$ cat src/core/tmr16_pkg.sv
package tmr16_pkg;
   localparam logic [7:0]  OFS_MODE       = 8'h00;
   localparam logic [7:0]  OFS_CAP_CTRL   = 8'h04;
   localparam logic [7:0]  OFS_OUT_CTRL   = 8'h08;
   localparam logic [7:0]  OFS_PRESCALE   = 8'h0C;
   localparam logic [7:0]  OFS_COUNTER    = 8'h10;
   localparam logic [7:0]  OFS_CC_A       = 8'h14;
   localparam logic [7:0]  OFS_CC_B       = 8'h18;
   localparam logic [7:0]  OFS_STATUS     = 8'h1C;

   localparam int          POS_OVF        = 0;
   localparam int          POS_RUN        = 2;
   localparam int          POS_CAPA_EN    = 0;
   localparam int          POS_CAPA_SRC   = 1;
   localparam int          POS_CAPB_EN    = 2;
   localparam int          POS_OUT_EN     = 0;
   localparam int          POS_OS_EN      = 4;
   localparam int          POS_SOFT_TRIG  = 6;
   localparam int          POS_CLK_SEL    = 0;
   localparam int          POS_ES_TRIG    = 4;
   localparam int          POS_ES_CAP2    = 6;

   localparam logic [15:0] CNT_MAX        = 16'hFFFF;
   localparam logic [15:0] CNT_ONE        = 16'h0001;
   localparam logic [1:0]  RESP_OKAY      = 2'h0;
   localparam logic [1:0]  RESP_SLVERR    = 2'h2;
   localparam logic [3:0]  DIV_MASK_A     = 4'h3;
   localparam logic [3:0]  DIV_MASK_B     = 4'hF;

   typedef enum logic [1:0] {
      RUN_STOP, RUN_EDGE_CLR, RUN_FREE, RUN_MATCH_CLR
   } run_mode_e;

   typedef enum logic [1:0] {
      CLK_MAIN, CLK_DIV_A, CLK_DIV_B, CLK_TRIG_EDGE
   } clk_sel_e;

   typedef enum logic [1:0] {
      EDGE_FALL, EDGE_RISE, EDGE_NONE, EDGE_BOTH
   } edge_sel_e;

   typedef struct packed {
      run_mode_e run_mode;
      clk_sel_e  clk_sel;
      edge_sel_e es_trig;
      edge_sel_e es_cap2;
      logic      capa_en;
      logic      capa_src;
      logic      capb_en;
      logic      out_en;
      logic      os_en;
   } ctrl_s;

   localparam ctrl_s CTRL_RST = '{RUN_STOP, CLK_MAIN, EDGE_FALL,
                                  EDGE_FALL, 1'b0, 1'b0, 1'b0, 1'b0, 1'b0};
endpackage

$ cat src/core/timer16_one_shot_capture.sv
`timescale 1ns/1ps
module timer16_one_shot_capture (
   input  wire logic        aclk,
   input  wire logic        aresetn,
   input  wire logic [7:0]  s_axi_awaddr,
   input  wire logic        s_axi_awvalid,
   output logic             s_axi_awready,
   input  wire logic [31:0] s_axi_wdata,
   input  wire logic [3:0]  s_axi_wstrb,
   input  wire logic        s_axi_wvalid,
   output logic             s_axi_wready,
   output logic [1:0]       s_axi_bresp,
   output logic             s_axi_bvalid,
   input  wire logic        s_axi_bready,
   input  wire logic [7:0]  s_axi_araddr,
   input  wire logic        s_axi_arvalid,
   output logic             s_axi_arready,
   output logic [31:0]      s_axi_rdata,
   output logic [1:0]       s_axi_rresp,
   output logic             s_axi_rvalid,
   input  wire logic        s_axi_rready,
   input  wire logic        trigger_input,
   input  wire logic        second_capture_input,
   output logic             pulse_output,
   output logic             match_a_irq,
   output logic             match_b_irq
);
   import tmr16_pkg::*;

   tmr16_pkg::ctrl_s ctrl;
   logic [15:0] up_counter;
   logic [15:0] capture_compare_a;
   logic [15:0] capture_compare_b;
   logic        overflow_flag;
   logic        ovf_hold;
   logic [7:0]  aw_addr;
   logic        aw_got;
   logic        w_got;
   logic [31:0] w_data;
   logic [3:0]  w_strb;
   logic        wr_go;
   logic [3:0]  div;
   logic        pre_tick;
   logic        tick;
   logic        running;
   logic        first_run;
   logic        start_ev;
   logic        busy;
   logic        pulse_q;
   logic [1:0]  pin;
   logic [1:0]  samp_en;
   logic [1:0]  filt;
   logic [1:0]  sh0;
   logic [1:0]  sh1;
   logic [1:0]  rise;
   logic [1:0]  fall;
   logic        trig_valid;
   logic        cap2_valid;
   logic        os_mode_ok;
   logic        soft_go;
   logic        ext_go;
   logic        os_go;
   logic        clear_ev;
   logic [15:0] lo_val;
   logic [15:0] hi_val;
   logic        start_hit;
   logic        end_hit;
   logic        match_a_ev;
   logic        match_b_ev;
   logic        cap_a_ev;
   logic        cap_b_ev;
   logic        wrap_ev;
   logic [31:0] rd_val;
   logic        rd_ok;

   function automatic logic [15:0] merge16(input logic [15:0] old,
                                           input logic [31:0] d,
                                           input logic [3:0]  s);
      merge16 = {s[1] ? d[15:8] : old[15:8], s[0] ? d[7:0] : old[7:0]};
   endfunction

   function automatic logic sel_edge(input edge_sel_e es,
                                     input logic r,
                                     input logic f);
      case (es)
         EDGE_FALL: sel_edge = f;
         EDGE_RISE: sel_edge = r;
         EDGE_BOTH: sel_edge = r | f;
         default:   sel_edge = 1'b0;
      endcase
   endfunction

   // Write channel: address and data taken in either order
   assign wr_go = aw_got & w_got & ~s_axi_bvalid;

   always_ff @(posedge aclk) begin
      if (!aresetn) begin
         s_axi_awready <= 1'b0;
         s_axi_wready  <= 1'b0;
         s_axi_bvalid  <= 1'b0;
         s_axi_bresp   <= RESP_OKAY;
         aw_got        <= 1'b0;
         w_got         <= 1'b0;
         aw_addr       <= 8'h00;
         w_data        <= 32'h0000_0000;
         w_strb        <= 4'h0;
      end else begin
         if (!aw_got && !s_axi_bvalid)
            s_axi_awready <= ~(s_axi_awvalid & s_axi_awready);
         if (!w_got && !s_axi_bvalid)
            s_axi_wready <= ~(s_axi_wvalid & s_axi_wready);
         if (s_axi_awvalid && s_axi_awready) begin
            aw_got  <= 1'b1;
            aw_addr <= s_axi_awaddr;
         end
         if (s_axi_wvalid && s_axi_wready) begin
            w_got  <= 1'b1;
            w_data <= s_axi_wdata;
            w_strb <= s_axi_wstrb;
         end
         if (wr_go) begin
            s_axi_bvalid <= 1'b1;
            s_axi_bresp  <= (aw_addr <= OFS_STATUS && aw_addr[1:0] == 2'h0
                             && aw_addr != OFS_COUNTER
                             && aw_addr != OFS_STATUS)
                            ? RESP_OKAY : RESP_SLVERR;
            aw_got       <= 1'b0;
            w_got        <= 1'b0;
         end
         if (s_axi_bvalid && s_axi_bready) begin
            s_axi_bvalid  <= 1'b0;
            s_axi_awready <= 1'b1;
            s_axi_wready  <= 1'b1;
         end
      end
   end

   // Control registers
   always_ff @(posedge aclk) begin
      if (!aresetn) begin
         ctrl <= CTRL_RST;
      end else if (wr_go && w_strb[0]) begin
         case (aw_addr)
            OFS_MODE:
               ctrl.run_mode <= run_mode_e'(w_data[POS_RUN +: 2]);
            OFS_CAP_CTRL: begin
               ctrl.capa_en  <= w_data[POS_CAPA_EN];
               ctrl.capa_src <= w_data[POS_CAPA_SRC];
               ctrl.capb_en  <= w_data[POS_CAPB_EN];
            end
            OFS_OUT_CTRL: begin
               ctrl.out_en <= w_data[POS_OUT_EN];
               ctrl.os_en  <= w_data[POS_OS_EN];
            end
            OFS_PRESCALE: begin
               ctrl.clk_sel <= clk_sel_e'(w_data[POS_CLK_SEL +: 2]);
               ctrl.es_trig <= edge_sel_e'(w_data[POS_ES_TRIG +: 2]);
               ctrl.es_cap2 <= edge_sel_e'(w_data[POS_ES_CAP2 +: 2]);
            end
            default: ;
         endcase
      end
   end

   // Count clock: prescaler enable or trigger pin edge
   always_ff @(posedge aclk) begin
      if (!aresetn)
         div <= 4'h0;
      else
         div <= div + 4'h1;
   end

   always_comb begin
      case (ctrl.clk_sel)
         CLK_MAIN:  pre_tick = 1'b1;
         CLK_DIV_A: pre_tick = (div & DIV_MASK_A) == DIV_MASK_A;
         CLK_DIV_B: pre_tick = (div & DIV_MASK_B) == DIV_MASK_B;
         default:   pre_tick = 1'b1;
      endcase
   end

   assign running  = ctrl.run_mode != RUN_STOP;
   assign start_ev = wr_go && w_strb[0] && aw_addr == OFS_MODE
                     && !running && w_data[POS_RUN +: 2] != 2'h0;
   assign pin      = {second_capture_input, trigger_input};
   // Trigger pin sampled at full rate when it is the count clock
   assign samp_en[0] = running & (ctrl.clk_sel == CLK_TRIG_EDGE
                                  | pre_tick);
   assign samp_en[1] = running & pre_tick;

   always_ff @(posedge aclk) begin
      if (!aresetn)
         first_run <= 1'b1;
      else if (start_ev)
         first_run <= 1'b0;
   end

   genvar gi;
   generate
      for (gi = 0; gi < 2; gi = gi + 1) begin : g_filt
         always_ff @(posedge aclk) begin
            if (!aresetn) begin
               sh0[gi]  <= 1'b0;
               sh1[gi]  <= 1'b0;
               filt[gi] <= 1'b0;
            end else if (start_ev) begin
               // After reset a high pin reads as a rise; not on restart
               sh0[gi]  <= first_run ? 1'b0 : pin[gi];
               sh1[gi]  <= first_run ? 1'b0 : pin[gi];
               filt[gi] <= first_run ? 1'b0 : pin[gi];
            end else if (samp_en[gi]) begin
               sh0[gi] <= pin[gi];
               sh1[gi] <= sh0[gi];
               if (sh0[gi] == sh1[gi])
                  filt[gi] <= sh0[gi];
            end
         end
         assign rise[gi] = samp_en[gi] & sh0[gi] & sh1[gi] & ~filt[gi];
         assign fall[gi] = samp_en[gi] & ~sh0[gi] & ~sh1[gi] & filt[gi];
      end
   endgenerate

   assign trig_valid = sel_edge(ctrl.es_trig, rise[0], fall[0]);
   assign cap2_valid = sel_edge(ctrl.es_cap2, rise[1], fall[1]);
   assign tick = running & (ctrl.clk_sel == CLK_TRIG_EDGE ? trig_valid
                                                         : pre_tick);

   // One-shot triggering
   assign os_mode_ok = ctrl.os_en & (ctrl.run_mode == RUN_FREE
                                     | ctrl.run_mode == RUN_EDGE_CLR);
   assign soft_go = os_mode_ok & wr_go & w_strb[0]
                    & aw_addr == OFS_OUT_CTRL
                    & w_data[POS_SOFT_TRIG];
   assign ext_go  = os_mode_ok & trig_valid & ~busy
                    & ctrl.clk_sel != CLK_TRIG_EDGE;
   assign os_go   = soft_go | ext_go;
   assign clear_ev = os_go | (ctrl.run_mode == RUN_EDGE_CLR & trig_valid
                              & ~(ctrl.os_en & busy));

   assign lo_val = capture_compare_b < capture_compare_a
                   ? capture_compare_b : capture_compare_a;
   assign hi_val = capture_compare_b < capture_compare_a
                   ? capture_compare_a : capture_compare_b;
   assign start_hit = busy & ~pulse_q & tick & ~clear_ev
                      & up_counter == lo_val;
   assign end_hit   = busy & pulse_q & tick & ~clear_ev
                      & up_counter == hi_val;

   // Counter keeps running after the pulse until stopped
   always_ff @(posedge aclk) begin
      if (!aresetn)
         up_counter <= 16'h0000;
      else if (!running || clear_ev)
         up_counter <= 16'h0000;
      else if (tick) begin
         if (ctrl.run_mode == RUN_MATCH_CLR
             && up_counter == capture_compare_a)
            up_counter <= 16'h0000;
         else
            up_counter <= up_counter + 16'h0001;
      end
   end

   always_ff @(posedge aclk) begin
      if (!aresetn) begin
         busy    <= 1'b0;
         pulse_q <= 1'b0;
      end else if (!running) begin
         busy    <= 1'b0;
         pulse_q <= 1'b0;
      end else if (os_go) begin
         busy    <= 1'b1;
         pulse_q <= 1'b0;
      end else if (end_hit) begin
         busy    <= 1'b0;
         pulse_q <= 1'b0;
      end else if (start_hit) begin
         pulse_q <= 1'b1;
      end
   end

   always_ff @(posedge aclk) begin
      if (!aresetn)
         pulse_output <= 1'b0;
      else
         pulse_output <= ctrl.out_en & pulse_q;
   end

   // Overflow flag: hardware set wins over software clear
   assign wrap_ev = tick & ~clear_ev & up_counter == CNT_MAX
                    & (ctrl.run_mode != RUN_MATCH_CLR
                       | capture_compare_a == CNT_MAX);

   always_ff @(posedge aclk) begin
      if (!aresetn) begin
         overflow_flag <= 1'b0;
         ovf_hold      <= 1'b0;
      end else begin
         if (wrap_ev)
            ovf_hold <= 1'b1;
         else if (!running || up_counter == CNT_ONE || clear_ev)
            ovf_hold <= 1'b0;
         if (wrap_ev || ovf_hold)
            overflow_flag <= 1'b1;
         else if (wr_go && w_strb[0] && aw_addr == OFS_MODE)
            overflow_flag <= w_data[POS_OVF];
      end
   end

   // Captures happen on a count tick; content after stop is kept as is
   assign cap_a_ev = ctrl.capa_en & tick & (ctrl.capa_src ? cap2_valid
                     : trig_valid & ctrl.clk_sel != CLK_TRIG_EDGE);
   assign cap_b_ev = ctrl.capb_en & tick & trig_valid
                     & ctrl.clk_sel != CLK_TRIG_EDGE;
   assign match_a_ev = tick & ~ctrl.capa_en & up_counter == capture_compare_a;
   assign match_b_ev = tick & ~ctrl.capb_en & up_counter == capture_compare_b;

   always_ff @(posedge aclk) begin
      if (!aresetn) begin
         capture_compare_a <= 16'h0000;
         capture_compare_b <= 16'h0000;
      end else begin
         if (cap_a_ev)
            capture_compare_a <= up_counter;
         else if (wr_go && aw_addr == OFS_CC_A)
            capture_compare_a <= merge16(capture_compare_a, w_data, w_strb);
         if (cap_b_ev)
            capture_compare_b <= up_counter;
         else if (wr_go && aw_addr == OFS_CC_B)
            capture_compare_b <= merge16(capture_compare_b, w_data, w_strb);
      end
   end

   // Requests rise one aclk cycle after the capture or match
   always_ff @(posedge aclk) begin
      if (!aresetn) begin
         match_a_irq <= 1'b0;
         match_b_irq <= 1'b0;
      end else begin
         match_a_irq <= match_a_ev | cap_a_ev;
         match_b_irq <= match_b_ev | cap_b_ev;
      end
   end

   // Read path has no side effects on the counter or captures
   always_comb begin
      rd_val = 32'h0000_0000;
      rd_ok  = 1'b1;
      case (s_axi_araddr)
         OFS_MODE: begin
            rd_val[POS_RUN +: 2] = ctrl.run_mode;
            rd_val[POS_OVF]      = overflow_flag;
         end
         OFS_CAP_CTRL: begin
            rd_val[POS_CAPA_EN]  = ctrl.capa_en;
            rd_val[POS_CAPA_SRC] = ctrl.capa_src;
            rd_val[POS_CAPB_EN]  = ctrl.capb_en;
         end
         OFS_OUT_CTRL: begin
            rd_val[POS_OUT_EN] = ctrl.out_en;
            rd_val[POS_OS_EN]  = ctrl.os_en;
         end
         OFS_PRESCALE: begin
            rd_val[POS_CLK_SEL +: 2] = ctrl.clk_sel;
            rd_val[POS_ES_TRIG +: 2] = ctrl.es_trig;
            rd_val[POS_ES_CAP2 +: 2] = ctrl.es_cap2;
         end
         OFS_COUNTER: rd_val[15:0] = up_counter;
         OFS_CC_A:    rd_val[15:0] = capture_compare_a;
         OFS_CC_B:    rd_val[15:0] = capture_compare_b;
         OFS_STATUS:  rd_val[1:0]  = {pulse_q, busy};
         default:     rd_ok = 1'b0;
      endcase
   end

   always_ff @(posedge aclk) begin
      if (!aresetn) begin
         s_axi_arready <= 1'b0;
         s_axi_rvalid  <= 1'b0;
         s_axi_rdata   <= 32'h0000_0000;
         s_axi_rresp   <= RESP_OKAY;
      end else if (s_axi_arvalid && s_axi_arready) begin
         s_axi_arready <= 1'b0;
         s_axi_rvalid  <= 1'b1;
         s_axi_rdata   <= rd_val;
         s_axi_rresp   <= rd_ok ? RESP_OKAY : RESP_SLVERR;
      end else if (s_axi_rvalid && s_axi_rready) begin
         s_axi_rvalid  <= 1'b0;
         s_axi_arready <= 1'b1;
      end else if (!s_axi_rvalid) begin
         s_axi_arready <= 1'b1;
      end
   end

   property p_ovf_wrap;
      @(posedge aclk) disable iff (!aresetn)
      wrap_ev |=> overflow_flag && up_counter == 16'h0000;
   endproperty
   a_ovf_wrap: assert property (p_ovf_wrap)
      else $error("overflow flag not set on wrap");

   property p_ovf_hold;
      @(posedge aclk) disable iff (!aresetn)
      wrap_ev |=> overflow_flag [*2];
   endproperty
   a_ovf_hold: assert property (p_ovf_hold)
      else $error("overflow flag cleared before count one");

   property p_soft_start;
      @(posedge aclk) disable iff (!aresetn)
      soft_go && running |=> busy && up_counter == 16'h0000 && !pulse_q;
   endproperty
   a_soft_start: assert property (p_soft_start)
      else $error("software trigger did not restart counter");

   property p_ignore_busy;
      @(posedge aclk) disable iff (!aresetn)
      busy && ctrl.os_en && trig_valid && !end_hit && running
      |=> busy && up_counter != 16'h0000 || $past(up_counter) == CNT_MAX;
   endproperty
   a_ignore_busy: assert property (p_ignore_busy)
      else $error("edge during pulse restarted the counter");

   property p_pulse_idle;
      @(posedge aclk) disable iff (!aresetn)
      !busy |=> !pulse_output;
   endproperty
   a_pulse_idle: assert property (p_pulse_idle)
      else $error("pulse output active outside one-shot");

   property p_irq_next;
      @(posedge aclk) disable iff (!aresetn)
      cap_a_ev |=> match_a_irq && capture_compare_a == $past(up_counter);
   endproperty
   a_irq_next: assert property (p_irq_next)
      else $error("capture or request timing wrong");

   property p_stop_ignore;
      @(posedge aclk) disable iff (!aresetn)
      !running |-> !trig_valid && !cap2_valid && !tick;
   endproperty
   a_stop_ignore: assert property (p_stop_ignore)
      else $error("input acknowledged while stopped");

   property p_pulse_order;
      @(posedge aclk) disable iff (!aresetn)
      start_hit && running |=> pulse_q ##1 pulse_output == ctrl.out_en;
   endproperty
   a_pulse_order: assert property (p_pulse_order)
      else $error("pulse did not start at lower match");

   property p_match_clr_no_os;
      @(posedge aclk) disable iff (!aresetn)
      ctrl.run_mode == RUN_MATCH_CLR |-> !os_go;
   endproperty
   a_match_clr_no_os: assert property (p_match_clr_no_os)
      else $error("one-shot started in match clear mode");
endmodule

$ cat config.mk
export PLATFORM = sky130hd
export DESIGN_NAME = timer16_one_shot_capture
export DESIGN_NICKNAME = d
export VERILOG_FILES = /design/src/core/tmr16_pkg.sv /design/src/core/timer16_one_shot_capture.sv
export SDC_FILE = /design/constraint.sdc
export NUM_CORES = 1
export LEC_CHECK = 0
export BUFFER_PORTS_ARGS = -buffer_cell sky130_fd_sc_hd__buf_2
export CAP_MARGIN = 5
export CORE_UTILIZATION = 50
export CTS_CLUSTER_DIAMETER = 80
export DETAILED_ROUTE_END_ITERATION = 8
export PLACE_DENSITY = 0.76
export SLEW_MARGIN = 40
export SYNTH_ARGS = -nofsm -noshare
export SYNTH_HDL_FRONTEND = slang
export SYNTH_SLANG_ARGS = --single-unit
$ cat constraint.sdc
create_clock -name aclk -period 3.1 [get_ports aclk]
set_input_delay 0 -clock aclk [delete_from_list [all_inputs] [get_ports aclk]]
set_output_delay 0 -clock aclk [all_outputs]
set_load 0.005 [all_outputs]
# Word level (Yosys, flattened, before mapping)
# Index checks and enable logic that the tools add are counted.
# classes
n_addsub	2
order_cmp	2
n_eq_ne	38
n_mux	54
bitwise	78
reduce_logical	65
# op_table
cell	n
$mux 16	7
$eq 16x16->1	4
$and 1x1->1	52
$eq 8x5->1 const B	6
$reduce_bool 2->1	18
$mux 1	33
$eq 16x16->1 const B	2
$eq 8x4->1 const B	4
$pmux 8 s3	1
$reduce_and 2->1	11
$logic_and 1x1->1	17
$not 1->1	17
$add 16x1->16 const B	1
$eq 16x1->1 const B	1
$eq 8x3->1 const B	2
$logic_not 8->1	2
$lt 16x16->1	1
$mux 8	2
$ne 8x5->1 const B	2
$eq 2x2->1 const B	7
$pmux 3 s4	1
$pmux 1 s5	2
$or 1x1->1	9
$eq 2x1->1 const B	4
18 further kinds	33
# totals
ff_bits	132
in_bits	61
out_inout_bits	44

# Logic depth before layout (Yosys ltp)
# depth
ltp_word	20
ltp_mapped	12

# Least setup slack after synthesis
# OpenSTA, ideal clock, no wires.
# synth_path
path_type	reg-to-reg
startpoint	reg capture_compare_a[9]
endpoint	reg pulse_q
setup_ns	0.118
arrival_ns	2.625
setup_slack_ns	0.357
path_stages_with_launch	11
path_buffers	1
period_less_slack_ns	2.743
cell_sequence	dfxtp_1 clkbuf_1 inv_1 ha_1 nand2_1 or3_4 o21ai_2 mux2i_1 o221ai_2 or4_1 o2111a_1
# synth_via
elab_chain_cells	5
# synth_lines
element	line_no	text
from (decl)	timer16_one_shot_capture.sv:32	logic [15:0] capture_compare_a;
from (signal assigned)	timer16_one_shot_capture.sv:324	capture_compare_a <= up_counter;
from (signal assigned)	timer16_one_shot_capture.sv:326	capture_compare_a <= merge16(capture_compare_a, w_data, w_strb);
$lt 16x16->1	timer16_one_shot_capture.sv:240, timer16_one_shot_capture.sv:242	
$mux 16	timer16_one_shot_capture.sv:243	? capture_compare_a : capture_compare_b;
$eq 16x16->1	timer16_one_shot_capture.sv:247	& up_counter == hi_val;
$and 1x1->1	timer16_one_shot_capture.sv:247	
$reduce_or 4->1 (no source line)	n/a	
to (signal assigned)	timer16_one_shot_capture.sv:267	pulse_q <= 1'b0;
to (signal assigned)	timer16_one_shot_capture.sv:270	pulse_q <= 1'b0;
to (signal assigned)	timer16_one_shot_capture.sv:273	pulse_q <= 1'b0;
to (decl)	timer16_one_shot_capture.sv:49	logic pulse_q;
# Parallel ways exist; a longest one is shown, timed or not.
# A chain may end at the register's enable or synchronous reset.

# Final worst setup path
# layout_path
startpoint	reg capture_compare_a[2]
endpoint	reg pulse_q
# The elaborated chain is that of the path after synthesis.

==> impl_metrics.env <==
export IMPL_status="complete, no violations"
export IMPL_arrival_ns=3.16
export IMPL_die_width_um=123
export IMPL_muxShareOfSynthArea_pct=10.3
export IMPL_ys_flop_type="dfxtp_1"
export IMPL_synth_cell_types=73
export IMPL_grt_pass1_vias=6519
export IMPL_synth_area_sq_mm=0.00737
export IMPL_vias=6874
export IMPL_vdd_drop_max_v=0.000380
export IMPL_grt_usage_pct=28.8
export IMPL_synthArstFlopShare_pct=0
export IMPL_core_area_sq_mm=0.0141
export IMPL_crit_path_start_kind="flip-flop"
export IMPL_max_freq_ghz=0.352
export IMPL_worstSkewPairLatency_ns=0.42
export IMPL_grt_overflow=0
export IMPL_setup_ws_ns=0.256
export IMPL_synthSimpleGateAreaFrac_pct=20.2
export IMPL_place_detailed_hpwl_um=14500
export IMPL_dpl_cell_area_sq_mm=0.00784
export IMPL_cts_buffers=17
export IMPL_utilization_pct=61.8
export IMPL_powerDensity_mw_per_mm2=421
export IMPL_post_route_cell_area_sq_mm=0.00874
export IMPL_seq_area_frac_synth_pct=35.3
export IMPL_cts_htree_levels=4
export IMPL_fin_tns_setup_ns=0
export IMPL_drc=0
export IMPL_maxCapViolCount=0
export IMPL_tritoncts="built"
export IMPL_tightest_slew_ns=0.778
export IMPL_synthToLayoutAreaGrowth_pct=18.7
export IMPL_cts_buffer_depth=2
export IMPL_setup_viol=0
export IMPL_ioPinCount=105
export IMPL_power_uw=3680
export IMPL_drv_slew=0
export IMPL_fin_nets=1078
export IMPL_cts_root_buf="clkbuf_16"
export IMPL_clkTransAtPathRegs_ns=0.06
export IMPL_synth_edf_count=0
export IMPL_synth_seq_cells=130
export IMPL_grt_pass1_wl_um=33300
export IMPL_synthAdderAreaFrac_pct=4.08
export IMPL_die_y_um=123
export IMPL_synth_top_cell_area_share_pct=35.3
export IMPL_finalHoldViolations=0
export IMPL_gp_congestion=0.963
export IMPL_pre_cts_slack_ns=0.160
export IMPL_cp_required_ns=3.42
export IMPL_cts_sinks=130
export IMPL_min_delay_path_class="input pin to flip-flop"
export IMPL_grt_max_degree=58
export IMPL_wl_um=20600
export IMPL_fp_row_count=43
export IMPL_io_buffers=68
export IMPL_insertedDiodeCount=0
export IMPL_path_class="flip-flop to flip-flop"
export IMPL_synth_common_cells="dfxtp_1 (130), nand2_1 (110), nor2_1 (87)"
export IMPL_drtIter0Drc=617
export IMPL_synth_xor_area_share_pct=5.47
export IMPL_relSlewSlack_pct=47.9
export IMPL_syn_avg_cell_area_sq_um=8.29
export IMPL_vias_per_cell=5.81
export IMPL_syn_inst=889
export IMPL_drive_above_1_share_pct=17.2
export IMPL_rsz0062_at_grt="false"
export IMPL_synth_top_family_by_area="simple AND/OR/NAND/NOR gates"
export IMPL_min_period_ns=2.84
export IMPL_synth_area_leader_cell="dfxtp_1"
export IMPL_synth_area_top_cells="dfxtp_1 (35%), mux2i_1 (6.0%), nand2_1 (5.6%), nor2_1 (4.4%), a21oi_1 (4.3%)"
export IMPL_drtAntennaViolNets=0
export IMPL_end_kind="flip-flop"
export IMPL_wl_per_cell_um=17.4
export IMPL_finalCritPeriodShare_pct=91.7
export IMPL_firstDrtPassIters=5
export IMPL_worstPathMaxFanout=7
export IMPL_fin_skew_ns=0.00863
export IMPL_yosysMostFrequentCell="dfxtp_1"
export IMPL_antenna_found_initial=0
export IMPL_yosysWarnings=0
export IMPL_synth_compound_area_share_pct=17.0
export IMPL_die_area_sq_mm=0.0152
export IMPL_initial_core_util_pct=52.1
export IMPL_leakage_uw=0.00356
==> critical path: stages, from the launching register on <==
cell	delay, ns
dfxtp_1	0.33
inv_1	0.05
ha_1	0.30
a211oi_1	0.24
o21ai_1	0.12
a41oi_2	0.31
o21a_2	0.32
mux2i_1	0.29
o221ai_2	0.12
or4_1	0.52
o2111a_1	0.15
==> power breakdown <==
part	switching [uW]	total, uW	internal, uW
Clock	713	1730	1020
Sequential	36.2	1740	1710
Combinational	113	208	94.8
Total	863	3680	2820
==> logic make-up (layout without fill, tap and decap cells) <==
group	count (synthesis)	after routing
buf+inv	110	208
flops	130	130
mux	71	71
fa+ha+maj	24	24
other cells	1	18
xor+xnor	46	46
simple gates	317	317
compound gates	190	190
==> per-stage QoR <==
step	hold slack [ns]	std cells
2_1_floorplan	0.136	906
3_3_place_gp	0.245	1113
3_5_place_dp	0.247	1113
4_1_cts	0.0306	1184
5_1_grt	0.0856	1184
6_report	0.0468	1184
==> cell usage in the layout (no fill, tap or decap), types with 6 or more instances in the layout <==
master / n
and2_1: 8
a211oi_1: 29
clkbuf_16: 17
conb_1: 18
xnor2_1: 29
xor2_1: 17
buf_4: 30
nand3_1: 34
buf_2: 68
a31oi_1: 6
ha_1: 24
nor2_1: 86
dfxtp_1: 130
clkinv_2: 6
inv_1: 36
nor4_1: 7
mux2_2: 26
nor2b_1: 6
a21oi_1: 64
nand4_1: 18
nand2_1: 110
nand2b_1: 8
a22oi_1: 9
dlygate4sd3_1: 41
and3_1: 6
mux2i_1: 44
nor3_1: 10
o21ai_0: 39
==> per-layer routing <==
metal	global-route usage (%)	wire, um	vias up
li1	-	-	3305
met1	38.8	9190	3219
met2	44.1	9200	307
met3	6.87	1730	43
met4	11.9	453	0
met5	0	0	-
==> path summary, 6_finish.rpt <==
kind / slack, ns / cells past startpoint / endpoint / start
worst max-delay path: 0.26 / 10 / pulse_q / capture_compare_a[2]
worst min register to register: 0.45 / 2 / s_axi_rdata[12] / s_axi_rdata[12]
worst max register to register: 0.26 / 10 / pulse_q / capture_compare_a[2]
worst min-delay path: 0.05 / 4 / s_axi_rdata[1] / s_axi_arvalid
==> layout make-up <==
type                       instances  area, sq um
fill                            1231         5410
multi-input combinational        666         4280
sequential                       130         2600
timing repair buffer             140          996
clock buffer                      23          458
tap                              180          225
inverter                          38          143
clock inverter                     7         37.5
==> registers in the layout (all words and copies together) (netlist names), 2 cells and up <==
| signal | flops |
|---|---|
| capture_compare_a | 16 |
| capture_compare_b | 16 |
| s_axi_rdata | 16 |
| up_counter | 16 |
| w_data | 16 |
| ctrl | 13 |
| aw_addr | 8 |
| div | 4 |
| filt | 2 |
| sh0 | 2 |
| sh1 | 2 |
| w_strb | 2 |
==> what timing repair did <==
item	in CTS	in global routing
gates resized for setup	0	1
hold buffers	41	0
endpoints found under the hold margin	45	0
buffers inserted	0	0
endpoints found under the setup margin	0	1
Power figures use the tool's default switching activity.
